## config.mk

```make
export PLATFORM = sky130hd
export DESIGN_NAME = adcs_top
export DESIGN_NICKNAME = d
export VERILOG_FILES = /design/src/adcs_pkg.sv /design/src/adcs_res_if.sv /design/src/adcs_result_mem.sv /design/src/adcs_top.sv
export SDC_FILE = /design/constraint.sdc
export NUM_CORES = 1
export LEC_CHECK = 0
export ABC_AREA = 1
export BUFFER_PORTS_ARGS = -buffer_cell sky130_fd_sc_hd__clkbuf_2
export CAP_MARGIN = 10
export CORE_AREA = 4 4 130 132
export DETAILED_ROUTE_END_ITERATION = 10
export DIE_AREA = 0 0 134 136
export PLACE_DENSITY = 0.79
export RECOVER_POWER = 25
export SYNTH_ARGS = -nofsm -noshare
export SYNTH_HDL_FRONTEND = slang
export SYNTH_SLANG_ARGS = --single-unit
export TNS_END_PERCENT = 100
```

## constraint.sdc

```tcl
create_clock -name clock -period 4.4 [get_ports clock]
set_input_delay 1.1 -clock clock [delete_from_list [all_inputs] [get_ports clock]]
set_output_delay 1.1 -clock clock [all_outputs]
set_load 0.02 [all_outputs]
```

## src/adcs_pkg.sv

```systemverilog
// Purpose: shared constants for the conversion and read sequencer
// Assumes: 100 MHz system clock, all pins synchronous to it
// Notes:   conversion times are typical figures in microseconds
`default_nettype none
package adcs_pkg;
    localparam int unsigned CLK_FREQ_MHZ  = 100;          // cycles per microsecond
    localparam int unsigned NUM_CHANNELS  = 4;
    localparam int unsigned WORD_W        = 16;
    localparam int unsigned PTR_W         = 2;
    localparam int unsigned RATIO_W       = 3;
    localparam int unsigned COUNT_W       = 16;
    // busy time per oversampling code, microseconds; code 7 is reserved
    localparam int unsigned CONV_TIME_US [8] = '{2, 5, 11, 23, 47, 95, 191, 2};
    localparam logic [RATIO_W-1:0] RATIO_RESET = 3'h0;
    localparam logic [PTR_W-1:0]   PTR_FIRST   = 2'h0;
    localparam logic [WORD_W-1:0]  WORD_RESET  = 16'h0000;
endpackage
`default_nettype wire

```

## src/adcs_res_if.sv

```systemverilog
// Purpose: carrier between the sequencer and its result store
// Assumes: single clock domain
// Notes:   all four channels are written in one cycle
`default_nettype none
interface adcs_res_if;
    logic                                                     wr_en;
    logic [adcs_pkg::NUM_CHANNELS*adcs_pkg::WORD_W-1:0]       wr_data;
    logic [adcs_pkg::PTR_W-1:0]                               rd_addr;
    logic [adcs_pkg::WORD_W-1:0]                              rd_data;
    modport seq (output wr_en, output wr_data, output rd_addr, input rd_data);
    modport mem (input wr_en, input wr_data, input rd_addr, output rd_data);
endinterface
`default_nettype wire

```

## src/adcs_result_mem.sv

```systemverilog
// Purpose: holds the four channel results of the last conversion
// Assumes: read address is sampled every cycle
// Notes:   read data come from a register, one cycle after the address
`default_nettype none
module adcs_result_mem (
    input  wire logic clock,
    input  wire logic rst_n,
    adcs_res_if.mem   res
);
    logic [adcs_pkg::WORD_W-1:0] word [adcs_pkg::NUM_CHANNELS];

    // parallel write of every channel at the end of a conversion
    for (genvar i = 0; i < adcs_pkg::NUM_CHANNELS; i++) begin : g_word
        always_ff @(posedge clock or negedge rst_n) begin
            if (!rst_n) begin
                word[i] <= adcs_pkg::WORD_RESET;
            end else if (res.wr_en) begin
                word[i] <= res.wr_data[i*adcs_pkg::WORD_W +: adcs_pkg::WORD_W];
            end
        end
    end

    // registered read port; written data pass through so the next cycle never reads stale
    always_ff @(posedge clock or negedge rst_n) begin
        if (!rst_n) begin
            res.rd_data <= adcs_pkg::WORD_RESET;
        end else if (res.wr_en) begin
            res.rd_data <= res.wr_data[res.rd_addr*adcs_pkg::WORD_W +: adcs_pkg::WORD_W];
        end else begin
            res.rd_data <= word[res.rd_addr];
        end
    end
endmodule
`default_nettype wire

```

## src/adcs_top.sv

```systemverilog
// Purpose: conversion start, busy timing and parallel read-out sequencing
// Assumes: host honours its own wake-up, spacing and setup figures
// Notes:   two-way pins appear as output value plus output enable
`default_nettype none
// How it works
// - Busy stays high for the conversion time of the latched oversampling ratio.
// - The later of the two convert-start rises starts conversion and raises busy.
// - Chip select low drives the data bus and each read fall presents the next word.
// - With separate strobes the flag goes low on select, tracks reads, floats on deselect.
// - With tied strobes each fall drives flag and word and each rise floats both.
module adcs_top #(
    parameter int unsigned CYCLES_PER_US = adcs_pkg::CLK_FREQ_MHZ
) (
    input  wire logic                                               clock,
    input  wire logic                                               rst_n,
    input  wire logic                                               convert_start_a,
    input  wire logic                                               convert_start_b,
    input  wire logic [adcs_pkg::RATIO_W-1:0]                       oversample_select,
    input  wire logic                                               low_power_request_n,
    input  wire logic                                               device_reset,
    input  wire logic                                               chip_select_n,
    input  wire logic                                               read_n,
    input  wire logic                                               strobes_tied,
    input  wire logic [adcs_pkg::NUM_CHANNELS*adcs_pkg::WORD_W-1:0] channel_sample,
    output logic                                                    busy,
    output logic [adcs_pkg::WORD_W-1:0]                             parallel_data_bus,
    output logic                                                    parallel_data_bus_oe,
    output logic                                                    first_channel_flag,
    output logic                                                    first_channel_flag_oe
);
    adcs_res_if res ();

    logic                                                   prev_a;
    logic                                                   prev_b;
    logic                                                   prev_cs_n;
    logic                                                   prev_rd_n;
    logic                                                   seen_a;
    logic                                                   seen_b;
    logic                                                   start;
    logic                                                   rise_a;
    logic                                                   rise_b;
    logic                                                   cs_fall;
    logic                                                   cs_rise;
    logic                                                   rd_fall;
    logic                                                   word_strobe;
    logic                                                   conv_done;
    logic [adcs_pkg::RATIO_W-1:0]                           ratio;
    logic [adcs_pkg::COUNT_W-1:0]                           busy_cnt;
    logic [adcs_pkg::COUNT_W-1:0]                           conv_cycles;
    logic [adcs_pkg::PTR_W-1:0]                             ptr;
    logic [adcs_pkg::NUM_CHANNELS*adcs_pkg::WORD_W-1:0]     held;

    adcs_result_mem u_mem (
        .clock (clock),
        .rst_n (rst_n),
        .res   (res.mem)
    );

    // edge detection on synchronous pins
    always_ff @(posedge clock or negedge rst_n) begin
        if (!rst_n) begin
            prev_a    <= 1'b0;
            prev_b    <= 1'b0;
            prev_cs_n <= 1'b1;
            prev_rd_n <= 1'b1;
        end else begin
            prev_a    <= convert_start_a;
            prev_b    <= convert_start_b;
            prev_cs_n <= chip_select_n;
            prev_rd_n <= read_n;
        end
    end

    assign rise_a  = convert_start_a && !prev_a;
    assign rise_b  = convert_start_b && !prev_b;
    assign cs_fall = !chip_select_n && prev_cs_n;
    assign cs_rise = chip_select_n && !prev_cs_n;
    assign rd_fall = !read_n && prev_rd_n && !chip_select_n;
    // tied strobes: the joint falling edge is the read
    assign word_strobe = strobes_tied ? cs_fall : rd_fall;

    // start on the trailing rise; standby and reset hold off starts
    assign start = !busy && !device_reset && low_power_request_n
                 && (seen_a || rise_a) && (seen_b || rise_b);

    // remember which start input has risen in this conversion
    always_ff @(posedge clock or negedge rst_n) begin
        if (!rst_n) begin
            seen_a <= 1'b0;
            seen_b <= 1'b0;
        end else if (device_reset || !low_power_request_n || start || busy) begin
            seen_a <= 1'b0; // edges in standby or during busy are not a new request
            seen_b <= 1'b0;
        end else begin
            seen_a <= seen_a || rise_a;
            seen_b <= seen_b || rise_b;
        end
    end

    assign conv_cycles = adcs_pkg::COUNT_W'(adcs_pkg::CONV_TIME_US[ratio] * CYCLES_PER_US);
    assign conv_done   = busy && (busy_cnt == '0);

    // busy timer; reset pin aborts a conversion in flight
    always_ff @(posedge clock or negedge rst_n) begin
        if (!rst_n) begin
            busy     <= 1'b0;
            busy_cnt <= '0;
        end else if (device_reset) begin
            busy     <= 1'b0;
            busy_cnt <= '0;
        end else if (start) begin
            busy     <= 1'b1;
            busy_cnt <= conv_cycles - 1'b1;
        end else if (conv_done) begin
            busy     <= 1'b0;
        end else if (busy) begin
            busy_cnt <= busy_cnt - 1'b1;
        end
    end

    // ratio latched as busy falls, steering the following conversion
    always_ff @(posedge clock or negedge rst_n) begin
        if (!rst_n) begin
            ratio <= adcs_pkg::RATIO_RESET;
        end else if (device_reset) begin
            ratio <= adcs_pkg::RATIO_RESET;
        end else if (conv_done) begin
            ratio <= oversample_select;
        end
    end

    // inputs are held at the sampling instant, all channels together
    always_ff @(posedge clock or negedge rst_n) begin
        if (!rst_n) begin
            held <= '0;
        end else if (start) begin
            held <= channel_sample;
        end
    end

    assign res.wr_en   = conv_done;
    assign res.wr_data = held;
    assign res.rd_addr = conv_done ? adcs_pkg::PTR_FIRST : ptr; // fresh set opens at channel 0

    // word pointer restarts with each fresh result set
    always_ff @(posedge clock or negedge rst_n) begin
        if (!rst_n) begin
            ptr <= adcs_pkg::PTR_FIRST;
        end else if (device_reset || conv_done) begin
            ptr <= adcs_pkg::PTR_FIRST;
        end else if (word_strobe) begin
            ptr <= ptr + 1'b1;
        end
    end

    // word under the pointer is taken at the strobe, before the pointer moves on,
    // so the first read after a conversion shows channel 0 beside the flag
    always_ff @(posedge clock or negedge rst_n) begin
        if (!rst_n) begin
            parallel_data_bus <= adcs_pkg::WORD_RESET;
        end else if (word_strobe) begin
            parallel_data_bus <= res.rd_data;
        end
    end

    // bus and flag drive follow chip select in both strobe styles
    always_ff @(posedge clock or negedge rst_n) begin
        if (!rst_n) begin
            parallel_data_bus_oe  <= 1'b0;
            first_channel_flag_oe <= 1'b0;
        end else begin
            parallel_data_bus_oe  <= !chip_select_n;
            first_channel_flag_oe <= !chip_select_n;
        end
    end

    // flag marks the first channel word on the bus
    always_ff @(posedge clock or negedge rst_n) begin
        if (!rst_n) begin
            first_channel_flag <= 1'b0;
        end else if (word_strobe) begin
            first_channel_flag <= (ptr == adcs_pkg::PTR_FIRST);
        end else if (cs_fall) begin
            first_channel_flag <= 1'b0;
        end
    end

    // helper: length of the busy pulse in cycles
    logic [adcs_pkg::COUNT_W-1:0] busy_len;
    logic [adcs_pkg::COUNT_W-1:0] len_expect;
    always_ff @(posedge clock or negedge rst_n) begin
        if (!rst_n) begin
            busy_len   <= '0;
            len_expect <= '0;
        end else if (start) begin
            busy_len   <= '0;
            len_expect <= conv_cycles;
        end else if (busy) begin
            busy_len   <= busy_len + 1'b1;
        end
    end
endmodule
`default_nettype wire

```

==> impl_metrics.yaml, run 1 <==
routing:
  num_vias: 7533
  drt_wl_total_um: 21000
  drc_errors: 0
  post_drt_wl_per_cell_um: 14.7
  antenna_left: 0
  firstDrtPassIters: 6
  drt_iter0_drc: 642
  vias_per_cell: 5.29
sta:
  fin_crit_ps: 3870
  maxSlewHeadroom_pct: -98.9
  setup_slack_ps: 529
  setup_viol: 0
  rsz0062_at_grt: "no"
  fin_crit_sh_pct: 88.0
  slew_violations: 67
  clock_skew_ps: 7.86
  max_slew.worst_pin.slew_ps: 2980
  hold_viol_final: 0
  fmax_mhz: 258
  tns_ps: 0
global_route:
  grt_usage_pct: 24.0
  grt_antenna_before_repair: 0
  grt_pass1_vias: 7163
  grt_overflow: 0
  grt_max_degree: 101
  grt_pass1_wl_um: 34800
placement:
  dpl_worst_slack_ps: 618
  portBuffers: 95
  hpwl_um: 14800
  gp_congestion: 0.868
worst_setup_path:
  cp-end-kind: "flop"
  worst_ep_required_time_ps: 4730
  cp_max_fo: 15
  arrival_ps: 4200
  critPathKind: "reg2reg"
  startpoint_type: "flop"
logic_synthesis:
  synth.largest_area_cell: "dfrtp_1"
  yosysUniqueCellTypes: 45
  synth_top_area_share_pct: 51.5
  synth_warnings: 0
  synth.avg_cell_area_um2: 8.20
  ys_seq_area_share_pct: 52.0
  syn-num-nets: 1229
  yosys_register_bits: 190
  synth_area_leaders: "dfrtp_1 (51%), nand2_1 (18%), o21ai_0 (5.3%)"
  syn_area_um2: 9140
  synth_cells: 1115
cts:
  htreeDepth: 4
  clk_latency_ps: 430
  cts.sinks: 190
  cts_resized: 0
  post_cts_buffers: 0
  ctsRootBufferMaster: "clkbuf_16"
  hold_buffers: 0
  cts_buffer_depth: 2
  clkTransAtPathRegs_ps: 70
  cts_made_buffers: 17
  tritoncts: "yes"
die:
  die_x_um: 134
  initial_core_util_pct: 58.2
  rows: 46
  chipHeight_um: 136
  dieArea_um2: 18200
  coreArea_um2: 15700
  io_pins: 96
min_path:
  hold_path.class: "reg2reg"
power:
  p_sw_share_pct: 33.3
  clockPowerShare_pct: 28.4
  pwr-share-seq_pct: 46.0
  power.density_nw_per_um2: 526
  combPwrFrac_pct: 25.6
  p_sw_mw: 1.81
  p_leak_nw: 5.61
  power.total_mw: 5.44
  intPower_mw: 3.63
  worst_ir_drop_vdd_uv: 327
flow_run:
  cap_violations: 1
finish:
  drive_gt1_share_pct: 12.7
  area_growth_syn_to_layout_pct: 13.2
  layout.nets: 1309
  antenna_cells: 0
outcome:
  violations: "max-capacitance violations, max-slew violations"
  outcome: "finished, violations left"
==> state kept, by name, summed over array words and instances (netlist names), 2 cells and up <==
name,count
busy_cnt,16
held,64
parallel_data_bus,16
ptr,2
ratio,3
u_mem.res.rd_data,16
u_mem.word,64
==> cells by family after synthesis <==
logic type	after synthesis	share of synthesized area, %
AOI/OAI and AO/OA	162	9.62
and+or+nand+nor	559	24.9
xor gates and xnor gates	11	1.05
buffers and inverters	153	6.82
DFF	190	52.0
muxes	2	0.219
adders and majority gates	38	5.37
==> power groups by stage <==
stage / clock, mW / sequential [mW] / combinational, mW
finish: 1.55 / 2.50 / 1.39
global route: 1.63 / 2.55 / 1.59
CTS: 1.55 / 2.50 / 1.40
detailed placement: 0 / 2.52 / 1.38
global placement: 0 / 2.51 / 1.33
floorplan: 0 / 2.51 / 0.959
==> critical path, stage by stage (launching register included) <==
cell,delay (ps)
dfrtp_1,530
o21ai_0,560
inv_1,200
ha_1,230
ha_1,270
inv_1,50
fa_1,500
inv_1,40
ha_1,340
nand2_1,120
nor2_1,60
nor2_1,240
nand2_1,120
nand2_1,70
nand2_1,40
nor2_1,120
nand2_1,70
nand2_1,50
nand3_1,60
nand2_1,60
nand2_1,50
==> routing by layer <==
metal,track usage (%),up-vias,part of all wire [%]
met2,38.2,276,46
met1,33.9,3530,46
met4,7.14,0,1.9
met3,4.33,37,6.2
met5,0,-,0
li1,-,3690,-
==> cell type report <==
type	count	area (µm²)
Multi-Input combinational cell	772	3760
Fill cell	1305	5370
Clock inverter	12	133
Timing Repair Buffer	105	562
Sequential cell	190	4760
Clock buffer	20	457
Inverter	109	409
Tap cell	216	270
==> Yosys cell counts (all sizes together) <==
library cell / number
o21a: 1
nand2: 432
fa: 2
dfrtp: 188
a21o: 2
nand4: 3
or2: 2
o21ai: 114
o211ai: 2
o22ai: 9
nor2: 56
xor2: 9
buf: 26
ha: 36
nand3b: 1
clkinv: 1
nor3: 5
a31oi: 1
nor4: 1
clkbuf: 18
a21oi: 21
dfstp: 2
nand3: 59
a22oi: 1
o31ai: 1
xnor2: 2
inv: 108
mux2i: 2
a22o: 1
o2111ai: 1
o221ai: 6
o21bai: 2
==> layout by cell type, fill, tap and decap left out, types with 3 or more instances in the layout <==
cell / n
dfrtp_1: 188
nand2_2: 3
o21ai_0: 96
nor3_1: 4
nand3_1: 57
clkbuf_1: 5
o22ai_1: 9
a21oi_1: 20
inv_1: 102
clkbuf_16: 17
nor2_1: 53
ha_1: 36
o21ai_1: 18
o221ai_1: 6
buf_4: 9
clkinv_2: 4
inv_6: 3
nand2_1: 429
inv_2: 6
xor2_1: 9
clkbuf_2: 90
==> per-stage QoR <==
step           area, µm²  util (%)  std cells  hold slack (ps)
4_1_cts            10400      65.9       1424              447
3_5_place_dp        9770      62.2       1392              432
5_1_grt            10300      65.8       1424              468
2_1_floorplan       9140         -       1115              425
3_3_place_gp        9770      62.2       1392              428
6_report           10300      65.8       1424              446
==> worst paths after layout <==
kind | end | slack (ps) | cells after the start | from
setup / recovery | busy_cnt[13] | 530 | 20 | ratio[2]
hold / removal | parallel_data_bus[13] | 450 | 2 | u_mem.res.rd_data[13]
setup reg to reg | busy_cnt[13] | 530 | 20 | ratio[2]
hold reg to reg | parallel_data_bus[13] | 450 | 2 | u_mem.res.rd_data[13]
max in group asynchronous | u_mem.word[7] | 900 | 1 | rst_n
min in group asynchronous | first_channel_flag_oe | 1790 | 1 | rst_n
Note: power is estimated with default switching activity, not from simulation.
==> run 2, diff against run 1 <==
CORE_AREA = 4 4 197 199   (was 4 4 130 132)
DIE_AREA = 0 0 201 203   (was 0 0 134 136)
PLACE_DENSITY = not set   (was 0.79)
==> run 2 against run 1 <==
Effect of this change:
- the flow still finishes with violations (max-capacitance violations, max-slew violations)
- via count down 2.3%
- die area increased by 120%
- sequential power hardly changed
- design area rose by 3.4%
- register-to-register slack gained 30 ps
- largest power group unchanged
- critical path depth unchanged
- global-route usage is 12 points lower
- flip-flop and latch count stayed put
- first-iteration DRC count is 18% lower
- critical path type unchanged
- routed wire length grew 14%
- combinational power barely moved
==> impl_metrics.yaml, run 2 (same netlist as run 1, synthesis figures left out) <==
cts:
  clkTransAtPathRegs_ps: 80
  post_cts_buffers: 0
  cts_made_buffers: 17
  ctsRootBufferMaster: "clkbuf_16"
  htreeDepth: 4
  hold_buffers: 0
  cts_buffer_depth: 2
  clk_latency_ps: 450
  tritoncts: "yes"
  cts_resized: 0
  cts.sinks: 190
placement:
  dpl_worst_slack_ps: 621
  portBuffers: 95
  hpwl_um: 17500
  gp_congestion: 0.815
  placed_cell_area_um2: 10100
sta:
  rsz0062_at_grt: "no"
  tns_ps: 0
  setup_viol: 0
  hold-worst-slack_ps: 449
  setup_slack_ps: 557
  fin_crit_ps: 3840
  fin_crit_sh_pct: 87.3
  slew_violations: 108
  fmax_mhz: 260
  hold_viol_final: 0
  max_slew.worst_pin.slew_ps: 2650
  maxSlewHeadroom_pct: -76.5
  clock_skew_ps: 16.5
global_route:
  grt_pass1_vias: 7370
  grt_usage_pct: 11.8
  grt_overflow: 0
  grt_antenna_before_repair: 0
  grt_pass1_wl_um: 38800
  grt_max_degree: 108
min_path:
  hold_path.class: "reg2reg"
  hold_path_end: "parallel_data_bus[5]"
  holdCritStartpoint: "u_mem.res.rd_data[5]"
  holdPathStages: 2
worst_setup_path:
  worst_ep_required_time_ps: 4730
  ff2ff_setup_slack_ps: 560
  startpoint_type: "flop"
  cp_max_fo: 15
  arrival_ps: 4170
  r2r-end: "busy_cnt[13]"
  cp-end-kind: "flop"
  regToRegStartpoint: "ratio[2]"
  critPathKind: "reg2reg"
  r2r_cells: 20
routing:
  antenna_left: 0
  firstDrtPassIters: 5
  drt_wl_total_um: 23900
  drc_errors: 0
  post_drt_wl_per_cell_um: 14.2
  drt_iter0_drc: 527
  vias_per_cell: 4.37
  num_vias: 7362
die:
  dieArea_um2: 40800
  initial_core_util_pct: 24.6
  coreArea_um2: 37200
  chipHeight_um: 203
  io_pins: 96
  die_x_um: 201
  rows: 71
finish:
  layout_commonest_cell: "nand2_1"
  area_growth_syn_to_layout_pct: 17.0
  antenna_cells: 0
  final_cell_mix: "nand2_1 (429), dfrtp_1 (188), inv_1 (102), o21ai_0 (96), clkbuf_2 (91)"
  drive_gt1_share_pct: 13.1
  reg.largest.list: "held x64, u_mem.word x64"
  stdcell_area_um2: 10700
  layout.nets: 1311
power:
  p_leak_nw: 5.61
  power.total_mw: 5.46
  worst_ir_drop_vdd_uv: 323
  power.density_nw_per_um2: 511
outcome:
  violations: "max-capacitance violations, max-slew violations"
  outcome: "finished, violations left"
flow_run:
  cap_violations: 1
[run 2: cell count changes in the layout (fill, tap and decap cells not counted), sizes merged]
cell | before | now
buf | 10 | 12
clkinv | 5 | 7
bufinv | 2 | 1
clkbuf | 114 | 113
clkinvlp | 2 | 3
dlygate4sd2 | 1 | 0
[run 2: worst max-delay path by stage]
stage                        start            to  slack [ps]
after floorplan           ratio[0]  busy_cnt[13]        1020
after global placement    ratio[2]  busy_cnt[13]         690
after detailed placement  ratio[0]  busy_cnt[13]         620
after CTS                 ratio[2]  busy_cnt[13]         590
after global routing      ratio[2]  busy_cnt[12]         220
final                     ratio[2]  busy_cnt[13]         560
[run 2: final cells by class]
cell class              instances  area, µm²
clock buffers                  18        439
clock inverters                14        173
fillers                      3988      26500
inverters                     109        410
multi-input cells             772       3760
flip-flops and latches        190       4760
well taps                     474        593
repair buffers                107        561
[run 2: stage by stage]
stage | std cells | utilization [%]
after floorplan | 1115 | -
after global placement | 1652 | 27.1
after detailed placement | 1652 | 27.1
after CTS | 1684 | 28.8
after global routing | 1684 | 28.7
final | 1684 | 28.7
[run 2: power by group]
| group | total, mW | internal [mW] | switching, mW | leakage, nW |
|---|---|---|---|---|
| sequential | 2.49 | 2.23 | 0.255 | 2.46 |
| combinational | 1.39 | 0.521 | 0.869 | 2.86 |
| clock | 1.59 | 0.828 | 0.760 | 0.289 |
| total | 5.46 | 3.58 | 1.88 | 5.61 |
[run 2: worst max-delay path, cell delays in order, from the launching register on]
cell	delay (ps)
dfrtp_1	540
o21ai_0	510
inv_1	190
ha_1	240
ha_1	270
inv_1	50
fa_1	490
inv_1	40
ha_1	350
nand2_1	120
nor2_1	60
nor2_1	230
nand2_1	110
nand2_1	70
nand2_1	50
nor2_1	120
nand2_1	70
nand2_1	50
nand3_1	60
nand2_1	80
nand2_1	50
[run 2: metal layers]
layer,wire (µm),global-route usage [%],vias to the layer above
li1,-,-,3697
met1,12000,16.7,3485
met2,10500,18.0,149
met3,887,2.03,31
met4,610,4.72,0
met5,0,0,-
